--- src/acc_pkg.sv ---
// package: register map, field layout and carriers for comparator control
// Operation
// - bit 7 switches comparator on or off
// - bit 6 gates comparator interrupt request
// - bits 5:4 pick toggle, fall or rise
// - bit 3 picks pll or io clock
// - bits 2:0 pick negative input source
// - each comparator has own control register
// - one shared status register holds levels, flags
// - status bit 1 mirrors comparator 1 output
// - status bit 0 mirrors comparator 0 output
// - amplifier output feeds positive input when set
// - amplified comparator clocked at twice amp clock
// - first disable register blanks analog pin inputs
// - second disable register blanks comparator pin inputs
package acc_pkg;
   localparam int NCMP = 4; // comparators in the bank
   localparam logic [7:0] A_CTL0 = 8'h00; // control regs 0x00..0x0c
   localparam logic [7:0] A_STAT = 8'h10; // levels [3:0], flags [7:4]
   localparam logic [7:0] A_MASK = 8'h14; // irq mask, same layout
   localparam logic [7:0] A_DIS0 = 8'h18; // pin input disable 0
   localparam logic [7:0] A_DIS1 = 8'h1c; // pin input disable 1
   localparam logic [7:0] A_AMP = 8'h20; // amp routing bits [2:0]
   localparam logic [7:0] A_PIN = 8'h24; // gated pin values, dis1:dis0
   localparam int B_ON = 7;
   localparam int B_IE = 6;
   localparam int B_ISH = 5;
   localparam int B_ISL = 4;
   localparam int B_CKS = 3;
   localparam int B_FLG = 4; // flag base in status
   localparam logic [7:0] CTL_RST = 8'h00;
   localparam logic [7:0] DIS0_MASK = 8'h6d; // bits 6,5,3,2,0
   localparam logic [7:0] DIS1_MASK = 8'h26; // bits 5,2,1
   localparam logic [1:0] IS_TOG = 2'h0;
   localparam logic [1:0] IS_FALL = 2'h2;
   localparam logic [1:0] IS_RISE = 2'h3;
   localparam int NAMP = 3; // amplifiers 0..2
   // per-comparator drive towards the analog core
   typedef struct packed {
      logic on;
      logic pll_clk;
      logic [2:0] neg_sel;
      logic amp_pos;
   } acc_core_t;
endpackage

--- src/acc_top.sv ---
// analog comparator bank control with apb register access
`timescale 1ns/1ps
module acc_top #(
   parameter int N = acc_pkg::NCMP
) (
   input wire logic ref_clk,
   input wire logic reset,
   input wire logic psel,
   input wire logic penable,
   input wire logic pwrite,
   input wire logic [7:0] paddr,
   input wire logic [31:0] pwdata,
   output logic [31:0] prdata,
   output logic pready,
   output logic pslverr,
   input wire logic [N-1:0] cmp_out, // raw comparator outputs, async
   input wire logic [7:0] pin_raw0, // pin values, disable 0 group
   input wire logic [7:0] pin_raw1, // pin values, disable 1 group
   output logic [N-1:0] cmp_on_o,
   output logic [N-1:0] cmp_pll_clk_o, // 1: pll clock, 0: io_clock
   output logic [3*N-1:0] cmp_neg_sel_o,
   output logic [acc_pkg::NAMP-1:0] amp_to_cmp_o,
   output logic [acc_pkg::NAMP-1:0] cmp_clk_x2_o, // double amp clock
   output logic [7:0] pin_buf_off0_o,
   output logic [7:0] pin_buf_off1_o,
   output logic irq
);
   initial begin
      if (N < 1 || N > acc_pkg::NCMP) $error("acc_top: bad N");
   end

   // address compare shared by read mux, register writes and write-one-clear
   function automatic logic hit(input logic [7:0] a, input logic [7:0] b);
      return a == b;
   endfunction

   // state
   logic [7:0] ctl_r [N];
   logic [7:0] ctl_nxt [N];
   logic [N-1:0] flag_r, flag_nxt;
   logic [N-1:0] mask_r, mask_nxt;
   logic [7:0] dis0_r, dis0_nxt, dis1_r, dis1_nxt;
   logic [acc_pkg::NAMP-1:0] amp_r, amp_nxt;
   logic [N-1:0] s1_r, s2_r, s3_r; // sync chain plus edge history
   logic [7:0] p1a_r, p2a_r, p1b_r, p2b_r; // pin synchronisers
   logic [31:0] rd_r, rd_nxt;
   logic rdy_r, rdy_nxt, err_r, err_nxt, irq_r, irq_nxt;
   logic [N-1:0] ev; // selected output event per comparator
   logic wr, acc, known;

   assign acc = psel && penable && !rdy_r; // access phase before pready; one wait state
   // a write lands only at the edge where the master sees pready high
   assign wr = psel && penable && rdy_r && pwrite;

   // event detect per comparator on synchronised level
   for (genvar i = 0; i < N; i++) begin : g_ev
      always_comb begin
         case (ctl_r[i][acc_pkg::B_ISH:acc_pkg::B_ISL])
            acc_pkg::IS_TOG: ev[i] = s2_r[i] ^ s3_r[i];
            acc_pkg::IS_FALL: ev[i] = s3_r[i] & ~s2_r[i];
            acc_pkg::IS_RISE: ev[i] = s2_r[i] & ~s3_r[i];
            default: ev[i] = 1'b0; // reserved code never fires
         endcase
      end
   end

   // register next values and apb answer
   always_comb begin
      logic [7:0] st;
      st = '0;
      for (int i = 0; i < N; i++) begin
         ctl_nxt[i] = ctl_r[i];
         st[i] = s2_r[i];
         st[acc_pkg::B_FLG + i] = flag_r[i];
      end
      mask_nxt = mask_r;
      dis0_nxt = dis0_r;
      dis1_nxt = dis1_r;
      amp_nxt = amp_r;
      known = 1'b0;
      rd_nxt = rd_r;
      for (int i = 0; i < N; i++) begin
         if (hit(paddr, acc_pkg::A_CTL0 + 8'(4 * i))) begin
            known = 1'b1;
            if (wr) ctl_nxt[i] = pwdata[7:0];
            rd_nxt = {24'h0, ctl_r[i]};
         end
      end
      if (hit(paddr, acc_pkg::A_STAT)) begin
         known = 1'b1;
         rd_nxt = {24'h0, st};
      end
      if (hit(paddr, acc_pkg::A_MASK)) begin
         known = 1'b1;
         if (wr) mask_nxt = pwdata[acc_pkg::B_FLG +: N];
         rd_nxt = 32'h0;
         rd_nxt[acc_pkg::B_FLG +: N] = mask_r;
      end
      if (hit(paddr, acc_pkg::A_DIS0)) begin
         known = 1'b1;
         if (wr) dis0_nxt = pwdata[7:0] & acc_pkg::DIS0_MASK;
         rd_nxt = {24'h0, dis0_r};
      end
      if (hit(paddr, acc_pkg::A_DIS1)) begin
         known = 1'b1;
         if (wr) dis1_nxt = pwdata[7:0] & acc_pkg::DIS1_MASK;
         rd_nxt = {24'h0, dis1_r};
      end
      if (hit(paddr, acc_pkg::A_AMP)) begin
         known = 1'b1;
         if (wr) amp_nxt = pwdata[acc_pkg::NAMP-1:0];
         rd_nxt = {29'h0, amp_r};
      end
      if (hit(paddr, acc_pkg::A_PIN)) begin
         known = 1'b1;
         // disabled buffers read zero
         rd_nxt = {16'h0, p2b_r & ~dis1_r, p2a_r & ~dis0_r};
      end
      if (!acc || pwrite || !known) rd_nxt = 32'h0;
      // flags: set wins over write-one-clear
      flag_nxt = flag_r;
      if (wr && hit(paddr, acc_pkg::A_STAT))
         flag_nxt = flag_r & ~pwdata[acc_pkg::B_FLG +: N];
      flag_nxt = flag_nxt | (ev & on_vec());
      rdy_nxt = acc;
      err_nxt = acc && !known;
      // request needs flag, enable bit and mask
      irq_nxt = |(flag_r & ie_vec() & mask_r);
   end

   // gather enable bits as vectors
   function automatic logic [N-1:0] on_vec();
      for (int i = 0; i < N; i++) on_vec[i] = ctl_r[i][acc_pkg::B_ON];
   endfunction
   function automatic logic [N-1:0] ie_vec();
      for (int i = 0; i < N; i++) ie_vec[i] = ctl_r[i][acc_pkg::B_IE];
   endfunction

   // registers; synchronisers keep stage one private to stage two
   always_ff @(posedge ref_clk or posedge reset) begin
      if (reset) begin
         for (int i = 0; i < N; i++) ctl_r[i] <= acc_pkg::CTL_RST;
         flag_r <= '0;
         mask_r <= '0;
         dis0_r <= 8'h00;
         dis1_r <= 8'h00;
         amp_r <= '0;
         s1_r <= '0;
         s2_r <= '0;
         s3_r <= '0;
         p1a_r <= 8'h00;
         p2a_r <= 8'h00;
         p1b_r <= 8'h00;
         p2b_r <= 8'h00;
         rd_r <= 32'h0;
         rdy_r <= 1'b0;
         err_r <= 1'b0;
         irq_r <= 1'b0;
      end else begin
         for (int i = 0; i < N; i++) ctl_r[i] <= ctl_nxt[i];
         flag_r <= flag_nxt;
         mask_r <= mask_nxt;
         dis0_r <= dis0_nxt;
         dis1_r <= dis1_nxt;
         amp_r <= amp_nxt;
         s1_r <= cmp_out;
         s2_r <= s1_r;
         s3_r <= s2_r;
         p1a_r <= pin_raw0;
         p2a_r <= p1a_r;
         p1b_r <= pin_raw1;
         p2b_r <= p1b_r;
         rd_r <= rd_nxt;
         rdy_r <= rdy_nxt;
         err_r <= err_nxt;
         irq_r <= irq_nxt;
      end
   end

   // core drive straight from registers
   for (genvar i = 0; i < N; i++) begin : g_core
      assign cmp_on_o[i] = ctl_r[i][acc_pkg::B_ON];
      assign cmp_pll_clk_o[i] = ctl_r[i][acc_pkg::B_CKS];
      assign cmp_neg_sel_o[3*i +: 3] = ctl_r[i][2:0];
   end
   assign amp_to_cmp_o = amp_r;
   // core doubles its clock from the amp clock while routed
   assign cmp_clk_x2_o = amp_r;
   assign pin_buf_off0_o = dis0_r;
   assign pin_buf_off1_o = dis1_r;
   assign prdata = rd_r;
   assign pready = rdy_r;
   assign pslverr = err_r;
   assign irq = irq_r;
endmodule // acc_top

--- config.mk ---
export PLATFORM = sky130hd
export DESIGN_NAME = acc_top
export DESIGN_NICKNAME = d
export VERILOG_FILES = /design/src/acc_pkg.sv /design/src/acc_top.sv
export SDC_FILE = /design/constraint.sdc
export NUM_CORES = 1
export LEC_CHECK = 0
export BUFFER_PORTS_ARGS = -buffer_cell sky130_fd_sc_hd__buf_2
export CAP_MARGIN = 15
export CORE_UTILIZATION = 56
export DETAILED_ROUTE_END_ITERATION = 10
export PLACE_DENSITY = 0.91
export SLEW_MARGIN = 20
export SYNTH_ARGS = -nofsm -noshare
export SYNTH_HDL_FRONTEND = slang
export SYNTH_SLANG_ARGS = --single-unit
export TNS_END_PERCENT = 30
--- constraint.sdc ---
create_clock -name ref_clk -period 4.9 [get_ports ref_clk]
set_clock_uncertainty 0.15 [all_clocks]
set_input_delay 0.245 -clock ref_clk [delete_from_list [all_inputs] [get_ports ref_clk]]
set_output_delay 0.245 -clock ref_clk [all_outputs]
set_load 0.005 [all_outputs]
Word level (Yosys, flattened, before mapping)
Index checks and enable logic that the tools add are counted.
Storage, ports and cells
  bits in latches: 0
  flip-flop bits (word level): 130
  logic and storage cells: 119
  bits in read-only memories: 0
  memories: 0
  memory bits (writable): 0
  output and inout bits: 77
Operators by class
  multiplexer cells: 26
  reduce and logical (&&, ||, !) cells: 26
  div/mod/pow operators: 0
  shifts and indexed selects: 0
  multiply operators: 0
  eq/ne operators: 17
  bitwise operators: 30
  add/subtract/negate cells: 0
  magnitude comparators: 0
Operator list (count)
  32-bit two-way mux: 11
  8-bit by 5-bit equality test with 1-bit output (second input constant): 4
  4-bit bitwise AND: 4
  8-bit bitwise AND: 2
  2-bit equality test (second input constant): 8
  8-bit by 4-bit equality test with 1-bit output (second input constant): 2
  8-bit by 6-bit equality test with 1-bit output (second input constant): 2
  2-bit AND reduction: 8
  1-bit one-hot mux with 3 select lines: 4
  11-bit nonzero test: 1
  1-bit two-way mux: 10
  1-bit bitwise AND: 8
  8-bit by 3-bit equality test with 1-bit output (second input constant): 1
  2-bit zero test: 4
  8-bit zero test: 1
  1-bit inverter: 8
  6-bit inverter with 8-bit output: 1
  7-bit inverter with 8-bit output: 1
  1-bit logical AND: 6
  4-bit two-way mux: 1
  4-bit inverter: 1
  4-bit bitwise OR: 1
  4-bit OR reduction: 1
  1-bit XOR: 4
  2 further kinds: 5

Logic depth before layout (Yosys ltp)
Gate-level depths: netlist (run 1).
  word-level depth: 14
  mapped depth: 8
  depth with buffers taken out: 6

Worst setup path before layout (run 1)
No wires, ideal clock.
  path kind: input port to flip-flop
  start point: input paddr[1]
  end point: register ctl_r (netlist bit cmp_neg_sel_o[3])
  stages: 6
  setup slack: 2.764 ns
  arrival time: 1.861 ns
  data required time: 4.625 ns
  path buffers: 1
  path through: or4_4 -> buf_6 -> nor3_4 -> nand2_2 -> nor2_4 -> mux2_2
On the way
  word-level cells in the longest chain between the ends: 2
Ends and longest elaborated chain
  from (decl): line acc_top.sv:11  | input wire logic [7:0] paddr,
  8-bit by 3-bit equality test with 1-bit output: line acc_top.sv:34  | return a == b;
  2-bit AND reduction (no line)
  to (decl): line acc_top.sv:38  | logic [7:0] ctl_r [N];
No other way between the ends.
A chain may end at the register's enable or synchronous reset.

Final worst setup path (run 1)
  start point: input paddr[5]
  end point: register dis0_r[3] (netlist: pin_buf_off0_o[3])
On the way
  word-level cells in the longest chain between the ends: 2
Ends and longest elaborated chain
  8-bit by 5-bit equality test with 1-bit output: line acc_top.sv:34
  2-bit AND reduction (no line)
  to (signal assigned): line acc_top.sv:163  | dis0_r <= dis0_nxt;
  to (decl): line acc_top.sv:42  | logic [7:0] dis0_r, dis0_nxt, dis1_r, dis1_nxt;
No other way between the ends.

==> results of run 1 <==
==> worst max-delay path, delay by kind of cell <==
| kind | cells | cell delay [ns] |
|---|---|---|
| AND/OR/NAND/NOR | 4 | 1.22 |
| multiplexers | 1 | 0.39 |
| buffers and inverters | 2 | 0.76 |
==> timing repair <==
item | 4_1_cts | 5_1_grt
hold buffers | 32 | 0
endpoints found under the hold margin | 140 | 0
setup endpoints to repair | 0 | 0
==> power breakdown <==
part	total, uW	switching (uW)	internal (uW)	leakage, uW
logic	129	78.0	50.8	0.00142
clock network	1220	460	757	0.000274
registers	976	12.1	964	0.00149
==> state kept, by name, indices dropped and copies added, names as in the netlist, 4 cells and up <==
name and cells:
s2_r 4, p2a_r 8, s3_r 4, pin_buf_off0_o 5, prdata 16, p1b_r 8
cmp_neg_sel_o 12, p1a_r 8, cmp_on_o 4, ctl_r 12, p2b_r 8, flag_r 4
cmp_pll_clk_o 4, s1_r 4, mask_r 4
==> layer usage <==
| layer | part of all wire [%] | wire length [microns] | up-vias | global-route usage [%] |
|---|---|---|---|---|
| met5 | 0 | 0 | - | 0 |
| met4 | 3.6 | 443 | 0 | 14.45 |
| met1 | 39 | 4827 | 1894 | 34.92 |
| li1 | - | - | 1682 | - |
| met3 | 7.6 | 943 | 46 | 6.943 |
| met2 | 50 | 6222 | 231 | 44.80 |
==> worst paths after layout <==
kind | slack [ns] | endpoint | cells past startpoint
max | 2.52 | pin_buf_off0_o[3]$_DFFE_PP0P_ | 7
max reg2reg | 2.76 | prdata[6]$_DFFE_PP0P_ | 4
min reg2reg | 0.19 | p2b_r[4]$_DFF_PP0_ | 0
max in group asynchronous | 3.25 | cmp_on_o[0]$_DFFE_PP0P_ | 4
min | 0.05 | pslverr$_DFF_PP0_ | 3
min in group asynchronous | 0.26 | p2a_r[1]$_DFF_PP0_ | 3
==> cell usage in the layout (no fill, tap or decap), types with 3 or more instances in the layout <==
master / count
dfrtp_1: 114
and2_1: 6
and3b_1: 3
ha_1: 8
nor2_2: 3
nor2_1: 19
clkinvlp_4: 5
nand2_1: 22
a211oi_1: 3
nor3_1: 6
a22o_1: 4
nor2b_1: 5
clkbuf_8: 3
buf_2: 93
mux2_2: 48
inv_1: 13
mux2i_1: 11
nand3_1: 12
dlygate4sd3_1: 32
conb_1: 24
a21oi_1: 11
inv_6: 4
nor2_4: 3
o22ai_1: 9
clkbuf_16: 16
nand2b_1: 7
o21ai_0: 11
o31ai_1: 3
nand3b_1: 3
a2bb2oi_1: 6
==> through the flow <==
stage	total power (uW)	setup slack [ns]	utilization, %	area (sq um)	instances
after global routing	2389	2.452	72.22	6360	660
after floorplan	1068	1.489	-	5253	456
final	2322	2.524	72.22	6360	660
after global placement	1094	1.956	61.81	5443	596
after CTS	2328	2.238	72.17	6355	660
after detailed placement	1099	1.856	61.81	5443	596
==> final cells by class <==
type	instances	area, sq um	share of cell area (%)
Sequential cell	114	2853	44.86
Multi-Input combinational cell	266	1932	30.38
Timing Repair Buffer	126	793.3	12.47
Clock buffer	19	441.7	6.945
Clock inverter	13	150.1	2.361
Tap cell	108	135.1	2.125
Inverter	14	55.05	0.8656
==> kinds of logic (layout without fill, tap and decap cells) <==
logic type	count (synthesis)	after routing
flip-flops	114	114
adder cells (fa/ha/maj)	8	8
other	1	24
buffers and inverters	76	172
AO/OA/AOI/OAI	68	68
AND/OR/NAND/NOR	107	107
multiplexers	59	59
==> metrics.yaml, run 1 <==
outcome:
  status: "finished with violations"
  violations: "design-rule violations"
layout:
  drive_gt1_share_pct: 34.42
  antenna_cells: 0
  fin_nets: 612
  fill_cells: 589
  synthToLayoutAreaGrowth_pct: 23.10
floorplanning:
  die_area_sq_mm: 0.009614
  io_pins: 142
  die_x_microns: 98.05
  start_util_pct: 58.67
  die_h_microns: 98.05
  row_count: 34
  core-area_sq_mm: 0.008806
logic_synthesis:
  post_synth.cell_area_avg_sq_um: 11.93
  ys_seq_elements: 114
  synth_compound_gate_area_share_pct: 9.227
  syn-instance-count: 433
  yosys.area_share.xor_xnor_pct: 0
  ys_warn_count: 0
  synth-seq-area-share_pct: 55.22
  synth_edf_count: 0
  synth.distinct_cells: 58
  synthFlopType: "dfrtp_1"
  synth_mux_area_share_pct: 12.59
  yosys.cell_count.top_type: "dfrtp_1"
  synth.area.top_cells: "dfrtp_1, mux2_2, buf_4"
  synth_top_family_by_area: "multiplexers"
  synthSimpleGateAreaFrac_pct: 11.79
  netlist_top_cells_count: "dfrtp_1, mux2_2, buf_4"
  synth_area_sq_mm: 0.005166
  synthAdderAreaFrac_pct: 1.938
  yosys.area.top_type: "dfrtp_1"
  synth_top_area_share_pct: 55.22
  synthArstFlopShare_pct: 100.0
global_routing:
  antenna_found_initial: 0
  grt_pass1_wl_microns: 19960
  grt-ovfl-total: 0
  grt_use_total_pct: 27.80
  grt_max_degree: 69
  grt_pass1_vias: 3830
critical_path:
  start_kind: "input port"
  arrival_ns: 2.63
  cp_common_cell: "nor2_2"
  startpoint: "paddr[5]"
  crit_chain: "dlygate4sd3_1 > buf_2 > nand2b_1 > nor2_2 > nand2_1 > nor2_2 > mux2_2"
  required_ns: 5.16
  cp-end-kind: "flip-flop"
  max_stage_delay_ns: 0.54
  regToRegStartpoint: "pready$_DFF_PP0_"
  critPathKind: "input port to flip-flop"
  cp_max_fo: 14
  slowest_stage: "dlygate4sd3_1"
power:
  leakage_uw: 0.003179
  ir_worst_vdd_uv: 254.4
  powerDensity_mw_per_mm2: 365.1
sta:
  rsz0062_at_grt: "no"
  holdWs_ns: 0.04664
  fin_crit_sh_pct: 48.49
  relSlewSlack_pct: 29.38
  setup_viol: 0
  drv_slew: 0
  finalSetupTns_ns: 0
  fmax_mhz: 420.8
  period_minus_slack_ns: 2.376
  hold_viol: 0
  tightest_slew_ns: 1.050
placed_design:
  gp_congestion: 0.9315
  hpwlAfterDp_microns: 7933
  io_buffers: 93
route:
  wl_per_cell_microns: 18.84
  vias: 3853
  ant_nets: 0
  dr.pass1.iters: 9
  routed_wl_microns: 12440
  initialDrtViolationCount: 277
  viasPerCell: 5.838
  drc: 7
clock_network:
  clock-sinks: 114
  h-tree-depth: 4
  post_cts_buffers: 0
  clockBufferDepth: 2
  cts-root-buf: "clkbuf_8"
  clock_latency_ns: 0.53
  cts_buffers: 17
  cts_resized: 0
  clk_pin_slew_worst_paths_ns: 0.06
  tritoncts: "done"
worst_hold_path:
  hold_start: "paddr[1]"
  hold_class: "input port to flip-flop"
job:
  drv_cap: 0
Note: power is estimated with default switching activity, not from simulation.
==> inputs of run 2 (changes only) <==
CORE_UTILIZATION = 47   (was 56)
PLACE_DENSITY = 0.82   (was 0.91)
clock period = 2.1 ns   (was 4.9 ns; I/O delays follow)
==> run 2 against run 1 <==
Against the previous run: the flow now finishes without violations; cell area up 5.4%; cell count up 9.7%; via count up 3.3%; die area up 19%; combinational power rose to 2.6 times the previous value; core utilization down 8.4 points.
==> metrics.yaml, run 2 (same netlist as run 1, synthesis figures left out) <==
job:
  drv_cap: 0
power:
  leakage_uw: 0.003372
  ir_worst_vdd_uv: 536.9
  powerDensity_mw_per_mm2: 810.3
  finalPower_uw: 5431
route:
  drc: 0
  initialDrtViolationCount: 241
  routed_wl_microns: 13220
  ant_nets: 0
  vias: 3981
  viasPerCell: 5.499
  dr.pass1.iters: 5
  wl_per_cell_microns: 18.26
global_routing:
  antenna_found_initial: 0
  grt_pass1_wl_microns: 21390
  grt_max_degree: 59
  grt-ovfl-total: 0
  grt_pass1_vias: 4139
  grt_use_total_pct: 25.17
layout:
  drive_gt1_share_pct: 36.90
  fin_nets: 649
  antenna_cells: 0
  largest_reg_flops: 16
  most-common-layout-cells: "dfrtp_1, buf_2, mux2_2, dlygate4sd3_1, buf_4"
  synthToLayoutAreaGrowth_pct: 29.74
  stdcell_area_sq_mm: 0.006703
  final_common_cell: "dfrtp_1"
sta:
  drv_slew: 0
  fin_crit_sh_pct: 96.34
  period_minus_slack_ns: 2.023
  setup_viol: 0
  rsz0062_at_grt: "no"
  tightest_slew_ns: 0.5256
  fmax_mhz: 494.3
  relSlewSlack_pct: 64.67
  finalSetupTns_ns: 0
  hold_viol: 0
worst_hold_path:
  hold_class: "input port to flip-flop"
clock_network:
  cts_buffers: 17
  h-tree-depth: 4
  clockBufferDepth: 2
  clock_latency_ns: 0.50
  cts-root-buf: "clkbuf_8"
  clk_pin_slew_worst_paths_ns: 0.06
  tritoncts: "done"
  clock-sinks: 114
placed_design:
  hpwlAfterDp_microns: 9008
  placed_area_sq_mm: 0.005737
  io_buffers: 93
  gp_congestion: 0.9255
critical_path:
  start_kind: "input port"
  cp-end-kind: "flip-flop"
  arrival_ns: 2.31
  required_ns: 2.39
  cp_max_fo: 10
  critPathKind: "input port to flip-flop"
floorplanning:
  die_area_sq_mm: 0.01141
  die_x_microns: 106.8
  start_util_pct: 49.16
  core-area_sq_mm: 0.01051
  io_pins: 142
  die_h_microns: 106.8
  row_count: 37
outcome:
  status: "completed"
[run 2: stage by stage]
step | cells | worst slack (ns) | hold slack, ns | utilization [%]
global route | 724 | 0.003335 | 0.04356 | 63.78
CTS | 724 | 0.06342 | 0.006451 | 63.76
finish | 724 | 0.07692 | 0.02109 | 63.78
detailed placement | 655 | -0.1169 | -0.05167 | 54.59
floorplan | 456 | 0.1037 | -0.01357 | -
global placement | 655 | -0.01423 | -0.05717 | 54.59
[run 2: report_power, final]
group / internal, uW / switching, uW
Clock: 1850 / 960
Sequential: 2250 / 28.6
Combinational: 147 / 191
[run 2: path summary, 6_finish.rpt]
check	end	slack (ns)	cells past startpoint	from
setup / recovery	pslverr$_DFF_PP0_	0.08	6	paddr[5]
hold / removal	prdata[5]$_DFFE_PP0P_	0.02	5	paddr[7]
setup reg to reg	prdata[7]$_DFFE_PP0P_	0.11	4	pready$_DFF_PP0_
hold reg to reg	p2b_r[4]$_DFF_PP0_	0.19	0	p1b_r[4]$_DFF_PP0_
max in group asynchronous	cmp_on_o[1]$_DFFE_PP0P_	0.60	5	reset
min in group asynchronous	p2a_r[2]$_DFF_PP0_	0.55	4	reset
[run 2: final cells by class]
cell class,count,area (sq um)
Clock buffer,21,449.2
Clock inverter,10,133.9
Fill cell,804,3806
Inverter,14,56.30
Multi-Input combinational cell,266,1927
Sequential cell,114,2853
Tap cell,136,170.2
Timing Repair Buffer,163,1114
[run 2: routing by layer]
layer / vias up / track usage [%] / routed length [microns]
li1: 1749 / - / -
met1: 1949 / 29.85 / 5240
met2: 220 / 41.34 / 6453
met3: 63 / 6.687 / 908
met4: 0 / 14.48 / 614
met5: - / 0 / 0
[run 2: what timing repair did]
item | CTS | global route
endpoints found under the setup margin | 0 | 1
gates resized for setup | 0 | 2
setup buffers | 0 | 0
hold buffers | 38 | 0
hold endpoints to repair | 189 | 0
[run 2: worst max-delay path, cell delays in order]
cell and delay, ns:
dlygate4sd3_1 0.56, buf_4 0.20, o21ai_0 0.09, dlygate4sd3_1 0.57, a211oi_1 0.22, dlygate4sd3_1 0.57
==> inputs of run 3 (changes only) <==
ABC_AREA = 1   (was unset)
GPL_TIMING_DRIVEN = 1   (was unset)
==> run 3 against run 2 <==
Against the previous run: non-clock buffer count shrank 24; combinational power shrank 21%; clock-buffer cell count shrank 3; maximum frequency shrank 0.37%; synthesized cell count grew 26%; power grew 0.55%; die area shrank 0.45%; first-iteration DRC count grew 35%; setup slack lost 0.0075 ns; routed wire length shrank 2.3%; critical path depth grew 6; via count grew 5.2%.
==> metrics.yaml, run 3 <==
outcome:
  status: "completed"
global_routing:
  grt_max_degree: 115
  grt_use_total_pct: 24.43
  antenna_found_initial: 0
  grt-ovfl-total: 0
  grt_pass1_wl_microns: 20900
  grt_pass1_vias: 4265
worst_hold_path:
  hold_class: "input port to flip-flop"
  whs_endpoint: "p1a_r[0]$_DFF_PP0_"
  whs_path_depth: 2
  hold_start: "pin_raw0[0]"
floorplanning:
  die_x_microns: 106.6
  die_area_sq_mm: 0.01136
  io_pins: 142
  start_util_pct: 49.15
  core-area_sq_mm: 0.01046
  row_count: 37
  die_h_microns: 106.6
logic_synthesis:
  yosys.cell_count.top_type: "nand2_1"
  syn-instance-count: 546
  netlist_top_cells_count: "nand2_1, dfrtp_1, o21ai_0"
  ys_seq_elements: 114
  post_synth.cell_area_avg_sq_um: 9.418
  yosys.area.top_type: "dfrtp_1"
  synthFlopType: "dfrtp_1"
  synthArstFlopShare_pct: 100.0
  synth_top_area_share_pct: 55.47
  ys_warn_count: 0
  synth_edf_count: 0
  synth.distinct_cells: 35
  synth_area_sq_mm: 0.005142
  synth-seq-area-share_pct: 55.47
  synth.area.top_cells: "dfrtp_1, nand2_1, buf_4"
layout:
  multi_input_area_sq_mm: 0.001750
  drive_gt1_share_pct: 25.84
  final_common_cell: "nand2_1"
  most-common-layout-cells: "nand2_1, dfrtp_1, buf_2, o21ai_0, inv_1"
  post-route-util_pct: 62.51
  antenna_cells: 0
  fin_nets: 745
  fill_cells: 818
  largest_reg_flops: 16
  final_cells: 821
  regArea_sq_mm: 0.002853
  synthToLayoutAreaGrowth_pct: 27.18
critical_path:
  start_kind: "input port"
  reg2reg_slack_ns: 0.40
  required_ns: 2.39
  regToRegStartpoint: "pready$_DFF_PP0_"
  arrival_ns: 2.32
  cp-end-kind: "flip-flop"
  r2r_cells: 6
  critPathKind: "input port to flip-flop"
  cp_max_fo: 9
  rr_endpoint: "cmp_neg_sel_o[2]$_DFFE_PP0P_"
power:
  ir_worst_vdd_uv: 525.4
  finalPower_uw: 5461
  powerDensity_mw_per_mm2: 835.0
  leakage_uw: 0.003343
route:
  drc: 0
  wl_per_cell_microns: 15.73
  ant_nets: 0
  viasPerCell: 5.101
  vias: 4188
  initialDrtViolationCount: 326
  dr.pass1.iters: 5
  routed_wl_microns: 12920
clock_network:
  cts-root-buf: "clkbuf_8"
  clockBufferDepth: 2
  h-tree-depth: 4
  clock_latency_ns: 0.53
  clock-sinks: 114
  clk_pin_slew_worst_paths_ns: 0.06
  cts_buffers: 17
  tritoncts: "done"
sta:
  hold_viol: 0
  relSlewSlack_pct: 61.08
  drv_slew: 0
  fmax_mhz: 492.5
  fin_crit_sh_pct: 96.70
  period_minus_slack_ns: 2.031
  tightest_slew_ns: 0.5838
  finalSetupTns_ns: 0
  holdWs_ns: 0.05763
  setup_viol: 0
placed_design:
  dp_cells: 748
  hpwlAfterDp_microns: 8562
  io_buffers: 93
  gp_congestion: 0.8989
job:
  drv_cap: 0
[run 3: changes by cell type after synthesis, moves of 11 or more]
cell	before	now
nand2_1	22	119
inv_1	14	51
mux2i_1	11	0
mux2_2	48	0
o21ai_0	11	60
[run 3: routing by layer]
metal	part of all wire, %	GRT usage, %
met2	50	39.22
met4	2.2	13.01
met1	41	30.78
met5	0	0
met3	6.7	5.653
[run 3: worst max path at each step]
stage / from / to / slack [ns] / cells past startpoint
5_1_grt: penable / prdata[1]$_DFFE_PP0P_ / -0.04 / 12
3_5_place_dp: paddr[5] / prdata[1]$_DFFE_PP0P_ / 0.27 / 10
3_3_place_gp: paddr[5] / prdata[1]$_DFFE_PP0P_ / 0.33 / 10
6_report: penable / prdata[1]$_DFFE_PP0P_ / 0.07 / 12
4_1_cts: penable / prdata[1]$_DFFE_PP0P_ / 0.11 / 12
2_1_floorplan: reset / amp_to_cmp_o[0]$_DFFE_PP0P_ / 0.46 / 1
[run 3: cells by family after synthesis]
| logic type | share of synthesized area (%) |
|---|---|
| other | 0.07292 |
| AOI/OAI and AO/OA | 10.27 |
| and+or+nand+nor | 20.02 |
| adders and majority gates | 1.947 |
| buffers and inverters | 12.21 |
| DFF | 55.47 |
[run 3: power breakdown]
| group | switching (uW) | leakage, uW | total [uW] | internal, uW |
|---|---|---|---|---|
| registers | 21.5 | 0.00147 | 2270 | 2250 |
| clock network | 1070 | 0.000292 | 2930 | 1850 |
| logic | 157 | 0.00158 | 267 | 110 |
[run 3: layout make-up]
cell class              instances  area share, %
repair buffers                139          14.16
flip-flops and latches        114          43.62
clock buffers                  18          6.543
well taps                     136          2.602
inverters                      61          3.558
multi-input cells             339          26.76
clock inverters                14          2.755
[run 3: timing repair]
action                                 4_1_cts  5_1_grt
hold buffers                                41        0
resized for setup                            0        1
endpoints found under the hold margin      202        0
setup buffers                                0        0
setup endpoints to repair                    0        1
[run 3: stage by stage]
stage          cell area (sq um)  setup WS (ns)
2_1_floorplan               5233         0.4596
3_3_place_gp                5519         0.3273
3_5_place_dp                5519         0.2690
4_1_cts                     6538         0.1055
5_1_grt                     6540       -0.03576
6_report                    6540        0.06939
[run 3: worst max-delay path, cell delays in order]
cell           delay (ns)
dlygate4sd3_1        0.52
buf_2                0.11
nand2_1              0.06
dlygate4sd3_1        0.58
nor2_2               0.14
inv_1                0.08
nor2_1               0.09
buf_4                0.17
nand2_4              0.11
nor2_2               0.12
o21ai_2              0.08
a21oi_2              0.15
